$ cat src/design/ccpos_cfg.svh
// constants for the ccp output shutdown control block
`ifndef CCPOS_CFG_SVH
`define CCPOS_CFG_SVH
// register indices on the plain register port
`define CCPOS_IDX_SDG      3'h0
`define CCPOS_IDX_STEER    3'h1
`define CCPOS_IDX_DT       3'h2
`define CCPOS_IDX_OMP      3'h3
`define CCPOS_IDX_STAT     3'h4
// reset values
`define CCPOS_RST_SDG      16'h0000
`define CCPOS_RST_STEER    16'h0100
`define CCPOS_RST_DT       16'h0000
`define CCPOS_RST_OMP      16'h0000
// implemented bits of each register
`define CCPOS_MASK_SDG     16'hD0FF
`define CCPOS_MASK_STEER   16'hBFDF
`define CCPOS_MASK_DT      16'h003F
`define CCPOS_MASK_OMP     16'hF73F
// bits that exist in the multi-output variant only
`define CCPOS_MULTI_STEER  16'h3E00
`define CCPOS_MULTI_DT     16'h003F
`define CCPOS_MULTI_OMP    16'h0713
// field positions
`define CCPOS_RESTART_BIT  15
`define CCPOS_GATEMODE_BIT 14
`define CCPOS_SWSHUT_BIT   12
`define CCPOS_STSYNC_BIT   15
`define CCPOS_OUTPUT_ON_TRIGGER_BIT   15
`define CCPOS_POLA_BIT     5
`define CCPOS_POLB_BIT     4
`define CCPOS_SHUTFLG_BIT  4
`define CCPOS_CAPDIS_BIT   2
`define CCPOS_TRIGGERED_MODE_ENABLE_BIT   2
`define CCPOS_SINGLE_TRIGGER_ENABLE_BIT  1
`endif

$ cat src/design/ccpos_pkg.sv
// types for the ccp output shutdown control block
`default_nettype none
package ccpos_pkg;
  // trigger state of the time base, gray along hold -> run
  typedef enum logic [1:0] {
    CCPOS_TRG_HOLD = 2'h0,
    CCPOS_TRG_RUN  = 2'h1
  } ccpos_trg_t;

  // whole state of the block
  typedef struct packed {
    logic [15:0] sdg;
    logic [15:0] steer_reg;
    logic [15:0] dt_reg;
    logic [15:0] omp;
    logic [1:0]  trig_ctl;
    logic [9:0]  sync1;
    logic [9:0]  sync2;
    logic        shut;
    logic        capdis;
    logic [5:0]  steer;
    ccpos_trg_t  trg;
    logic [2:0]  os_cnt;
    logic [5:0]  dt_cnt;
    logic        pwm_prev;
    logic        gate_prev;
    logic        cap_prev;
    logic        phase;
    logic [2:0]  scan;
    logic [5:0]  pin_out;
    logic [5:0]  pin_oe_n;
    logic        aux_out;
    logic        cap_evt;
    logic        tb_run;
    logic [15:0] rdata;
  } ccpos_state_t;
endpackage : ccpos_pkg

`default_nettype wire

$ cat src/design/ccpos_top.sv
// ccp output stage: shutdown, gating, steering, dead time, trigger and pin control
//
// Contract
// - auto restart clears shutdown at period start
// - gate mode delays shutdown to rollover
// - software shutdown acts like hardware source
// - eight enables admit eight shutdown sources
// - steer sync applies steering at rollover
// - pin driven only when steered
// - capture gating level, rise or fall modes
// - auxiliary output selects event source
// - capture source select picks capture input
// - dead time inserts N cycles gap
// - outputs held off until triggered
// - one-shot lasts K plus one periods
// - output mode selects pin pattern
// - group polarity bits invert pin groups
// - shutdown state drives active, inactive, float
// - some fields exist in multi variant
// - unimplemented bits read zero
// - shutdown flag shows shutdown in progress
// - triggered mode holds time base
// - one-shot duration from count field
// - capture disable flag blocks captures
//
// Decided for this implementation: the plain strobed port and the register addresses.
`include "ccpos_cfg.svh"
`timescale 1ns/1ps
`default_nettype none

module ccpos_top #(
  parameter bit MULTI_OUT = 1'b1
) (
  // clock and reset
  input  wire logic        clock,
  input  wire logic        arst_n,
  // register port
  input  wire logic [2:0]  reg_addr,
  input  wire logic [15:0] reg_wdata,
  input  wire logic        reg_wr,
  input  wire logic        reg_rd,
  output logic      [15:0] reg_rdata,
  // time base side, same clock
  input  wire logic        tb_rollover,
  input  wire logic        pwm_raw,
  input  wire logic        mode_aux,
  input  wire logic        timer_mode,
  input  wire logic        compare_event,
  input  wire logic        trig_in,
  // asynchronous sources
  input  wire logic [2:0]  comparator_out,
  input  wire logic [1:0]  other_compare,
  input  wire logic        logic_cell_one,
  input  wire logic        logic_cell_two,
  input  wire logic        fault_input_one,
  input  wire logic        fault_input_two,
  input  wire logic        capture_pin,
  // outputs
  output logic      [5:0]  pin_out,
  output logic      [5:0]  pin_oe_n,
  output logic             aux_out,
  output logic             capture_event,
  output logic             tb_run,
  output logic             shutdown_active_flag,
  output logic             capture_disable_flag
);

  ccpos_pkg::ccpos_state_t q;
  ccpos_pkg::ccpos_state_t d;

  // ****************************************
  // decoded fields
  // ****************************************
  logic [9:0]  async_in;
  logic [7:0]  shutdown_source_enables;
  logic        auto_restart_enable;
  logic        shutdown_gate_mode;
  logic        software_shutdown_force;
  logic        steer_update_sync;
  logic [1:0]  capture_gate_mode;
  logic [1:0]  aux_event_select;
  logic [2:0]  capture_input_select;
  logic [5:0]  dead_time_count;
  logic        output_on_trigger;
  logic [2:0]  one_shot_extend;
  logic [2:0]  output_mode_select;
  logic        polarity_group_a;
  logic        polarity_group_b;
  logic [1:0]  shutdown_state_group_a;
  logic [1:0]  shutdown_state_group_b;
  logic        triggered_mode_enable;
  logic        single_trigger_enable;
  logic        shut_req;
  logic        wr_stat;

  assign async_in = {capture_pin, logic_cell_two, fault_input_two, fault_input_one,
                     logic_cell_one, other_compare, comparator_out};
  assign shutdown_source_enables = q.sdg[7:0];
  assign auto_restart_enable     = q.sdg[`CCPOS_RESTART_BIT];
  assign shutdown_gate_mode      = q.sdg[`CCPOS_GATEMODE_BIT];
  assign software_shutdown_force = q.sdg[`CCPOS_SWSHUT_BIT];
  assign steer_update_sync       = q.steer_reg[`CCPOS_STSYNC_BIT];
  assign capture_gate_mode       = q.steer_reg[7:6];
  assign aux_event_select        = q.steer_reg[4:3];
  assign capture_input_select    = q.steer_reg[2:0];
  assign dead_time_count         = q.dt_reg[5:0];
  assign output_on_trigger       = q.omp[`CCPOS_OUTPUT_ON_TRIGGER_BIT];
  assign one_shot_extend         = q.omp[14:12];
  assign output_mode_select      = q.omp[10:8];
  assign polarity_group_a        = q.omp[`CCPOS_POLA_BIT];
  assign polarity_group_b        = q.omp[`CCPOS_POLB_BIT];
  assign shutdown_state_group_a  = q.omp[3:2];
  assign shutdown_state_group_b  = q.omp[1:0];
  assign triggered_mode_enable   = q.trig_ctl[`CCPOS_TRIGGERED_MODE_ENABLE_BIT - 1];
  assign single_trigger_enable   = q.trig_ctl[`CCPOS_SINGLE_TRIGGER_ENABLE_BIT - 1];
  assign wr_stat = reg_wr && (reg_addr == `CCPOS_IDX_STAT);

  // per-source enables, software force joins them
  assign shut_req = (|(q.sync2[7:0] & shutdown_source_enables)) | software_shutdown_force;

  // ****************************************
  // next-state logic
  // ****************************************
  always_comb begin
    logic [15:0] wmask;
    logic        cap_src;
    logic        a_act;
    logic        b_act;
    logic        drive_ok;
    logic        hold_off;
    logic [5:0]  act;
    logic [5:0]  lvl;
    logic [5:0]  oen;
    logic        pol;
    logic [1:0]  pss;
    wmask    = 16'h0000;
    cap_src  = 1'b0;
    a_act    = 1'b0;
    b_act    = 1'b0;
    drive_ok = 1'b0;
    hold_off = 1'b0;
    act      = 6'h00;
    lvl      = 6'h00;
    oen      = 6'h3F;
    pol      = 1'b0;
    pss      = 2'h0;
    d        = q;

    // input synchronisers
    d.sync1 = async_in;
    d.sync2 = q.sync1;

    // register writes
    // masked writes
    if (reg_wr) begin
      case (reg_addr)
        `CCPOS_IDX_SDG: d.sdg = reg_wdata & `CCPOS_MASK_SDG;
        `CCPOS_IDX_STEER: begin
          wmask = MULTI_OUT ? `CCPOS_MASK_STEER : (`CCPOS_MASK_STEER & ~`CCPOS_MULTI_STEER);
          d.steer_reg = reg_wdata & wmask;
        end
        `CCPOS_IDX_DT: begin
          wmask = MULTI_OUT ? `CCPOS_MASK_DT : (`CCPOS_MASK_DT & ~`CCPOS_MULTI_DT);
          d.dt_reg = reg_wdata & wmask;
        end
        `CCPOS_IDX_OMP: begin
          wmask = MULTI_OUT ? `CCPOS_MASK_OMP : (`CCPOS_MASK_OMP & ~`CCPOS_MULTI_OMP);
          d.omp = reg_wdata & wmask;
        end
        `CCPOS_IDX_STAT: d.trig_ctl = reg_wdata[1:0];
        default: d.sdg = q.sdg;
      endcase
    end

    // read data, one cycle after the strobe
    d.rdata = 16'h0000;
    if (reg_rd) begin
      case (reg_addr)
        `CCPOS_IDX_SDG:   d.rdata = q.sdg;
        `CCPOS_IDX_STEER: d.rdata = q.steer_reg;
        `CCPOS_IDX_DT:    d.rdata = q.dt_reg;
        `CCPOS_IDX_OMP:   d.rdata = q.omp;
        `CCPOS_IDX_STAT: begin
          d.rdata[`CCPOS_SHUTFLG_BIT] = q.shut;
          d.rdata[`CCPOS_CAPDIS_BIT + 6] = q.trg == ccpos_pkg::CCPOS_TRG_RUN;
          d.rdata[`CCPOS_CAPDIS_BIT] = q.capdis;
          d.rdata[1:0] = q.trig_ctl;
        end
        default: d.rdata = 16'h0000;
      endcase
    end

    // shutdown flag: software write of 0 clears, set wins
    // auto restart
    if (wr_stat && !reg_wdata[`CCPOS_SHUTFLG_BIT]) d.shut = 1'b0;
    if (auto_restart_enable && !shut_req && tb_rollover) d.shut = 1'b0;
    if (shut_req && (!shutdown_gate_mode || tb_rollover)) d.shut = 1'b1;

    if (!steer_update_sync || tb_rollover) d.steer = q.steer_reg[13:8];

    // capture gating by the combined request
    d.gate_prev = shut_req;
    case (capture_gate_mode)
      2'h0: d.capdis = !shut_req;
      2'h1: if (shut_req && !q.gate_prev) d.capdis = 1'b0;
      2'h2: if (!shut_req && q.gate_prev) d.capdis = 1'b1;
      default: d.capdis = q.capdis;
    endcase

    case (capture_input_select)
      3'h0: cap_src = q.sync2[9];
      3'h1: cap_src = q.sync2[0];
      3'h2: cap_src = q.sync2[1];
      3'h3: cap_src = q.sync2[2];
      3'h5: cap_src = q.sync2[5];
      3'h6: cap_src = q.sync2[8];
      default: cap_src = 1'b0;
    endcase
    d.cap_prev = cap_src;
    d.cap_evt = cap_src && !q.cap_prev && !q.capdis;

    case (aux_event_select)
      2'h1: d.aux_out = tb_rollover;
      2'h2: d.aux_out = mode_aux;
      2'h3: d.aux_out = (q.cap_evt || compare_event) && !timer_mode;
      default: d.aux_out = 1'b0;
    endcase

    case (q.trg)
      ccpos_pkg::CCPOS_TRG_HOLD: begin
        if (trig_in) begin
          d.trg    = ccpos_pkg::CCPOS_TRG_RUN;
          d.os_cnt = one_shot_extend;
        end
      end
      ccpos_pkg::CCPOS_TRG_RUN: begin
        if (single_trigger_enable && tb_rollover) begin
          if (q.os_cnt == 3'h0) d.trg = ccpos_pkg::CCPOS_TRG_HOLD;
          else d.os_cnt = q.os_cnt - 3'h1;
        end
      end
      default: d.trg = ccpos_pkg::CCPOS_TRG_HOLD;
    endcase
    if (!triggered_mode_enable) d.trg = ccpos_pkg::CCPOS_TRG_HOLD;
    d.tb_run = !triggered_mode_enable || (d.trg == ccpos_pkg::CCPOS_TRG_RUN);

    d.pwm_prev = pwm_raw;
    if (pwm_raw != q.pwm_prev) d.dt_cnt = dead_time_count;
    else if (q.dt_cnt != 6'h00) d.dt_cnt = q.dt_cnt - 6'h01;
    a_act = q.pwm_prev && (q.dt_cnt == 6'h00);
    b_act = !q.pwm_prev && (q.dt_cnt == 6'h00);

    // period phase and scan position
    if (tb_rollover) begin
      d.phase = !q.phase;
      d.scan  = (q.scan == 3'h5) ? 3'h0 : q.scan + 3'h1;
    end

    case (MULTI_OUT ? output_mode_select : 3'h0)
      3'h0: act = {6{q.pwm_prev}};
      3'h1: act = {4'h0, q.pwm_prev && !q.phase, q.pwm_prev && q.phase};
      3'h2: act = {4'h0, b_act, a_act};
      3'h4: act = {2'h0, 1'b0, 1'b1, q.pwm_prev, 1'b0};
      3'h5: act = {2'h0, q.pwm_prev, 1'b0, 1'b0, 1'b1};
      3'h6: act = {5'h00, q.pwm_prev} << q.scan;
      default: act = 6'h00;
    endcase

    hold_off = output_on_trigger && triggered_mode_enable &&
               (q.trg != ccpos_pkg::CCPOS_TRG_RUN);

    // per pin level and enable
    for (int i = 0; i < 6; i++) begin
      pol = (i % 2 == 0) ? polarity_group_a : polarity_group_b;
      pss = (i % 2 == 0) ? shutdown_state_group_a : shutdown_state_group_b;
      drive_ok = q.steer[i] && !hold_off;
      lvl[i] = act[i] ^ pol;
      oen[i] = !drive_ok;
      if (q.shut) begin
        lvl[i] = pss[0] ^ pol;
        oen[i] = !drive_ok || !pss[1];
      end
    end
    d.pin_out  = lvl;
    d.pin_oe_n = oen;
  end

  // ****************************************
  // state register
  // ****************************************
  always_ff @(posedge clock or negedge arst_n) begin
    if (!arst_n) begin
      q           <= '0;
      q.sdg       <= `CCPOS_RST_SDG;
      q.steer_reg <= `CCPOS_RST_STEER;
      q.dt_reg    <= `CCPOS_RST_DT;
      q.omp       <= `CCPOS_RST_OMP;
      q.steer     <= 6'h01;
      q.pin_oe_n  <= 6'h3F;
      q.tb_run    <= 1'b1;
      q.trg       <= ccpos_pkg::CCPOS_TRG_HOLD;
    end else begin
      q <= d;
    end
  end

  // outputs straight from flip-flops
  assign reg_rdata            = q.rdata;
  assign pin_out              = q.pin_out;
  assign pin_oe_n             = q.pin_oe_n;
  assign aux_out              = q.aux_out;
  assign capture_event        = q.cap_evt;
  assign tb_run               = q.tb_run;
  assign shutdown_active_flag = q.shut;
  assign capture_disable_flag = q.capdis;

  // ****************************************
  // assertions
  // ****************************************
  property p_shut_now;
    @(posedge clock) disable iff (!arst_n)
      shut_req && !shutdown_gate_mode |=> shutdown_active_flag;
  endproperty
  a_shut_now: assert property (p_shut_now) else $error("immediate shutdown missed");

  property p_shut_wait;
    @(posedge clock) disable iff (!arst_n)
      shutdown_gate_mode && !tb_rollover && !q.shut |=> !shutdown_active_flag;
  endproperty
  a_shut_wait: assert property (p_shut_wait) else $error("gated shutdown too early");

  property p_restart;
    @(posedge clock) disable iff (!arst_n)
      q.shut && auto_restart_enable && !shut_req && tb_rollover |=> !shutdown_active_flag;
  endproperty
  a_restart: assert property (p_restart) else $error("auto restart missed");

  property p_no_restart;
    @(posedge clock) disable iff (!arst_n)
      q.shut && !auto_restart_enable && !wr_stat |=> shutdown_active_flag;
  endproperty
  a_no_restart: assert property (p_no_restart) else $error("shutdown left by itself");

  property p_float;
    @(posedge clock) disable iff (!arst_n)
      q.shut && !shutdown_state_group_a[1] |=> pin_oe_n[0];
  endproperty
  a_float: assert property (p_float) else $error("pin a not floated");

  property p_steer_off;
    @(posedge clock) disable iff (!arst_n)
      !q.steer[0] |=> pin_oe_n[0];
  endproperty
  a_steer_off: assert property (p_steer_off) else $error("unsteered pin driven");

  property p_steer_sync;
    @(posedge clock) disable iff (!arst_n)
      steer_update_sync && !tb_rollover |=> q.steer == $past(q.steer);
  endproperty
  a_steer_sync: assert property (p_steer_sync) else $error("steering changed early");

  property p_cap_fall;
    @(posedge clock) disable iff (!arst_n)
      capture_gate_mode == 2'h2 && q.gate_prev && !shut_req |=> capture_disable_flag;
  endproperty
  a_cap_fall: assert property (p_cap_fall) else $error("falling gate kept captures");

  property p_aux_roll;
    @(posedge clock) disable iff (!arst_n)
      aux_event_select == 2'h1 |=> aux_out == $past(tb_rollover);
  endproperty
  a_aux_roll: assert property (p_aux_roll) else $error("aux rollover mismatch");

  property p_trig_hold;
    @(posedge clock) disable iff (!arst_n)
      triggered_mode_enable && q.trg == ccpos_pkg::CCPOS_TRG_HOLD && !trig_in |=> !tb_run;
  endproperty
  a_trig_hold: assert property (p_trig_hold) else $error("time base ran untriggered");

endmodule : ccpos_top

`default_nettype wire
$ cat config.mk
export PLATFORM = sky130hd
export DESIGN_NAME = ccpos_top
export DESIGN_NICKNAME = d
export VERILOG_FILES = /design/src/design/ccpos_pkg.sv /design/src/design/ccpos_top.sv
export VERILOG_INCLUDE_DIRS = /design/src /design/src/design
export SDC_FILE = /design/constraint.sdc
export NUM_CORES = 1
export LEC_CHECK = 0
export BUFFER_PORTS_ARGS = -buffer_cell sky130_fd_sc_hd__buf_2
export CAP_MARGIN = 30
export CORE_MARGIN = 4
export CORE_UTILIZATION = 49
export DETAILED_ROUTE_END_ITERATION = 12
export GPL_TIMING_DRIVEN = 0
export HOLD_SLACK_MARGIN = 0.15
export PLACE_DENSITY = 0.73
export SLEW_MARGIN = 20
export SYNTH_ARGS = -nofsm -noshare
export SYNTH_HDL_FRONTEND = slang
export SYNTH_SLANG_ARGS = --single-unit
$ cat constraint.sdc
create_clock -name clock -period 1.9 [get_ports clock]
set_clock_uncertainty 0.1 [all_clocks]
set_input_delay 0.285 -clock clock [delete_from_list [all_inputs] [get_ports clock]]
set_output_delay 0.285 -clock clock [all_outputs]
set_load 0.01 [all_outputs]
# Word level (Yosys, flattened, before mapping)
# Cells that the tools add are included.
# word_totals
register_bits	123
word_cells	178
in_bits	39
output_inout_bits	33
# classes
reduce_logical	73
muxes	38
n_shift	1
eq_ne	29
n_addsub	3
bitwise_logic	10
# op_table
operator	count
6-bit case mux with 6 select lines	1
1-bit logical AND	23
3-bit == test (second input constant)	7
7-bit case mux with 3 select lines	1
1-bit logical NOT	20
1-bit two-way mux	17
16-bit two-way mux	1
3-bit by 2-bit == test with 1-bit output (second input constant)	5
3-bit case mux with 5 select lines	1
3-bit logical NOT	4
6-bit two-way mux	2
3-bit case mux with 4 select lines	1
1-bit logical OR	10
5-bit two-way mux	2
2-bit AND reduction	5
3-bit by 1-bit == test with 1-bit output (second input constant)	3
1-bit case mux with 3 select lines	3
8-bit bitwise AND	1
2-bit by 1-bit == test with 1-bit output (second input constant)	4
2-bit inequality test (second input constant)	4
8-bit OR reduction	1
1-bit XOR	8
2-bit == test (second input constant)	3
6-bit logical NOT	1
20 further kinds	26

# Depth between registers and ports, before layout
# logic_depth
ltp_word	8
mapped_depth	7

# Worst setup path before layout
# OpenSTA, ideal clock, no wires.
# synth_path
kind	reg-to-reg
from	register q[58] in the netlist's numbering
to	register q (netlist bit capture_disable_flag)
path_slack_ns	0.187
period_less_slack_ns	1.713
setup_ns	0.094
arrival_ns	1.519
stages_incl_launch_ff	6
path_cell_list	dfrtp_1 > a222oi_1 > nand3_1 > a211oi_4 > mux2i_1 > a221oi_2
# synth_via
elab_chain_len	7
# synth_lines
element	line_no	rtl
start, declared	ccpos_top.sv:68	ccpos_pkg::ccpos_state_t q;
8-bit bitwise AND *	ccpos_top.sv:119	assign shut_req = (|(q.sync2[7:0] & shutdown_source_enables)) | software_shutdown_force;
8-bit OR reduction *	ccpos_top.sv:119	
1-bit bitwise OR *	ccpos_top.sv:119	
1-bit logical NOT	ccpos_top.sv:204, ccpos_top.sv:206	
1-bit logical AND	ccpos_top.sv:206	2'h2: if (!shut_req && q.gate_prev) d.capdis = 1'b1;
2-bit inequality test (no source line)	-	
3-bit AND reduction (no source line)	-	
# Mark *: on every way between the ends. The rest lies on a longest branch, timed or not.
# A chain may end at the register's enable or synchronous reset.

# Worst setup path after layout
# layout_path
from	register q[128] in the netlist's numbering
to	register q (netlist bit capture_disable_flag)
# The elaborated chain is that of the path after synthesis.

==> flow_summary.ini <==
[timing]
least_margin_pin_slew_ns = 0.703
unrepaired_setup_endpoints_after_global_routing = true
final-hold-violation-count = 0
slew_violations = 0
final_critical_path_setup_slack_ns = 0.0498
final_cycle_share_pct = 97.4
worst_slew_margin_rel_pct = 53.1
timing.final.crit_period_ns = 1.85
fmaxAchievable_ghz = 0.540
report.final.setup_viol = 0

[logic_synthesis]
ys_warn_count = 0
post_synth_instance_area_sq_mm = 0.00537
synth.yosys.seq_area_share_pct = 57.6
synth_async_sr_flop_share_pct = 100
yosysUniqueCellTypes = 47
syn-num-nets = 478
synth_top_flop_cell = sky130_fd_sc_hd__dfrtp_1
synth-edff-count = 0
synth_top_area_share_pct = 53.2
syn-mean-instance-area_sq_um = 12.4
synth_top_cell_by_area = sky130_fd_sc_hd__dfrtp_1
synth-seq-cells = 123
synth.top_cells.by_area = sky130_fd_sc_hd__dfrtp_1, sky130_fd_sc_hd__mux2_2, sky130_fd_sc_hd__dfstp_2, sky130_fd_sc_hd__buf_4, sky130_fd_sc_hd__nand2_1
gate_count_of_the_mapped_netlist = 432

[power_and_ir_drop]
irDropWorstVdd_v = 0.000734
power.density_cell_area_mw_per_mm2 = 1270
leakage_power_total_nw = 3.20
total_power_mw = 8.84

[global_routing]
vias_in_the_first_global_route = 3937
globalRouteTotalUtil_pct = 19.8
globalRouteOverflowTotal = 0
antenna_found_initial = 0
grt_start_max_net_pins = 69
grt_pass1_wl_mm = 19.7

[setup_path]
setup.worst_path.end_class = flop
critical_path.cell_chain = a222oi_1, nand3_1, a211oi_4, mux2i_1, a221oi_2
cpLargestDelayFamily = compound AO/OA/AOI/OAI gates
max_stage_delay_ns = 0.41
cp_data_required_time_ns = 2.22
arrival_time_of_the_worst_setup_path_ns = 2.17
startpoint_type = flop
critical_path_buf_inv_count = 0
worstPathMaxFanout = 4
slowest_stage = sky130_fd_sc_hd__dfrtp_1
criticalPathCategory = flop to flop

[clock_tree]
h-tree-depth = 4
clock_tree_from_tritoncts = done
clk_pin_slew_ns = 0.06
clock_latency_ns = 0.51
clk_root_buffer_cell = sky130_fd_sc_hd__clkbuf_8
cts_inserted_buffers = 17
clkSinkCount = 123
max-clock-path-buffers = 2

[drt]
detailed_route_wl_mm = 11.7
postRouteAntennaNets = 0
post-route-drc-count = 0
drt_iter0_drc = 247
drt_pre_antenna_iters = 7
num_vias = 3741
avgRoutedWirePerCell_um = 16.5
post_drt_via_cell_ratio = 5.28

[layout]
finalNonFillerCells = 709
design_area_sq_mm = 0.00695
drive_above_1_share_pct = 36.6
multi_input_area_sq_mm = 0.00197
num-nets-final = 606
seq_area_sq_mm = 0.00309
insertedDiodeCount = 0
area_growth_syn_to_layout_pct = 29.6
nFillCells = 777

[placement]
place.detailed.instances = 637
dp_hpwl_mm = 7.95
globalplace.congestion = 0.826
io_buffers = 68
dpl-instance-area_sq_mm = 0.00591
preCtsSetupSlack_ns = -0.0819

[floorplanning]
ioPinCount = 72
fp.dieArea_sq_mm = 0.0127
chipHeight_um = 113
floorplan.initialDensity_pct = 51.1
coreArea_sq_mm = 0.0105
die_w_um = 113
row_count = 37

[flow_run]
max_cap_viol_count = 0

[min_path]
class_of_the_most_critical_hold_timing_path = input pin to async pin

[status]
outcome = completed
-- power by group --
part	switching, mW	leakage (nW)	internal, mW
combinational	0.812	1.41	0.984
clock	1.12	0.302	2.26
sequential	0.461	1.48	3.20
-- cells in the mapped netlist, types with 3 or more instances --
library cell	instances
sky130_fd_sc_hd__a22oi_1	3
sky130_fd_sc_hd__buf_4	28
sky130_fd_sc_hd__nor3_1	3
sky130_fd_sc_hd__nand3_1	16
sky130_fd_sc_hd__a21boi_0	5
sky130_fd_sc_hd__dfstp_2	9
sky130_fd_sc_hd__nor2b_1	11
sky130_fd_sc_hd__inv_1	15
sky130_fd_sc_hd__a31oi_1	6
sky130_fd_sc_hd__and4b_1	3
sky130_fd_sc_hd__nor2_1	20
sky130_fd_sc_hd__o21ai_0	20
sky130_fd_sc_hd__mux2_2	55
sky130_fd_sc_hd__buf_2	5
sky130_fd_sc_hd__ha_1	7
sky130_fd_sc_hd__clkbuf_1	6
sky130_fd_sc_hd__nand2_1	33
sky130_fd_sc_hd__xnor2_1	3
sky130_fd_sc_hd__dfrtp_1	114
sky130_fd_sc_hd__nand2b_1	4
sky130_fd_sc_hd__and3_1	3
sky130_fd_sc_hd__a21oi_1	9
sky130_fd_sc_hd__xor2_1	11
sky130_fd_sc_hd__mux2i_1	8
sky130_fd_sc_hd__mux4_2	5
-- flip-flops by register name, summed over array words and instances, names as in the netlist, 2 cells and up --
signal                flops
pin_oe_n                  6
q                        57
d                        10
capture_gate_mode         2
pin_out                   6
capture_input_select      3
output_mode_select        3
dead_time_count           6
aux_event_select          2
one_shot_extend           3
reg_rdata                16
-- cell usage in the layout (no fill, tap or decap), drive strengths merged, types with 5 or more instances in the layout --
cell type,synthesis,final
a31oi,6,6
mux2i,8,8
dfstp,9,9
mux2,55,55
mux4,6,6
clkbuf,6,27
o21ai,20,20
nor2,20,20
dlygate4sd3,0,38
dfrtp,114,114
a21boi,5,5
inv,15,15
xor2,11,11
ha,7,7
nand2,33,33
nand3,16,16
nor2b,11,11
buf,35,106
a21oi,9,9
-- final cells by class --
| type | count | share of cell area, % |
|---|---|---|
| Multi-Input combinational cell | 253 | 28.3 |
| Clock inverter | 11 | 2.38 |
| Buffer | 40 | 3.74 |
| Sequential cell | 123 | 44.4 |
| Inverter | 15 | 0.810 |
| Tap cell | 136 | 2.45 |
| Clock buffer | 21 | 6.75 |
| Timing Repair Buffer | 110 | 11.2 |
-- logic make-up after synthesis --
logic type               count (synthesis)  synth area share, %
AND/OR/NAND/NOR                        107                 10.1
adder cells (fa/ha/maj)                  7                 1.63
buffers and inverters                   56                 5.99
multiplexers                            69                 15.6
other                                    1               0.0699
flip-flops                             123                 57.6
XOR/XNOR                                14                 2.28
AO/OA/AOI/OAI                           55                 6.71
-- stage by stage --
step	hold WS, ns	utilization [%]	TNS, ns
4_1_cts	0.174	66.0	0
3_3_place_gp	0.232	55.9	-116.48
6_report	0.176	66.2	0
3_5_place_dp	0.173	56.2	-1.00
2_1_floorplan	-0.111	-	0
5_1_grt	0.187	66.2	-0.0353
-- timing repair --
item	CTS	global route
buffers inserted	2	1
hold buffers	38	0
hold endpoints to repair	202	0
setup endpoints to repair	1	7
gates cloned	0	0
pin swaps	1	0
gates resized for setup	0	4
-- metal layers --
metal / vias to the layer above / routed length, um / part of all wire (%) / global-route usage [%]
li1: 1741 / - / - / -
met1: 1854 / 4950 / 42 / 25.8
met2: 127 / 5830 / 50 / 32.2
met3: 19 / 707 / 6.1 / 4.96
met4: 0 / 178 / 1.5 / 7.37
met5: - / 0 / 0 / 0
-- path summary, 6_finish.rpt --
check	from	to	slack [ns]	depth (start not counted)
setup / recovery	q[128]	capture_disable_flag	0.05	5
hold / removal	arst_n	capture_gate_mode[1]	0.18	2
setup reg to reg	q[128]	capture_disable_flag	0.05	5
hold reg to reg	d[60]	q[60]	0.25	0
max in group asynchronous	arst_n	q[65]	0.83	3
min in group clock	reg_addr[2]	q[127]	0.20	3
-- worst register-to-register path: cells and delay by family, from the launching register on --
family	cells	cell delay [ns]
simple gates	1	0.19
mux	1	0.14
flops	1	0.41
compound gates	3	0.92
Power figures use the tool's default switching activity.
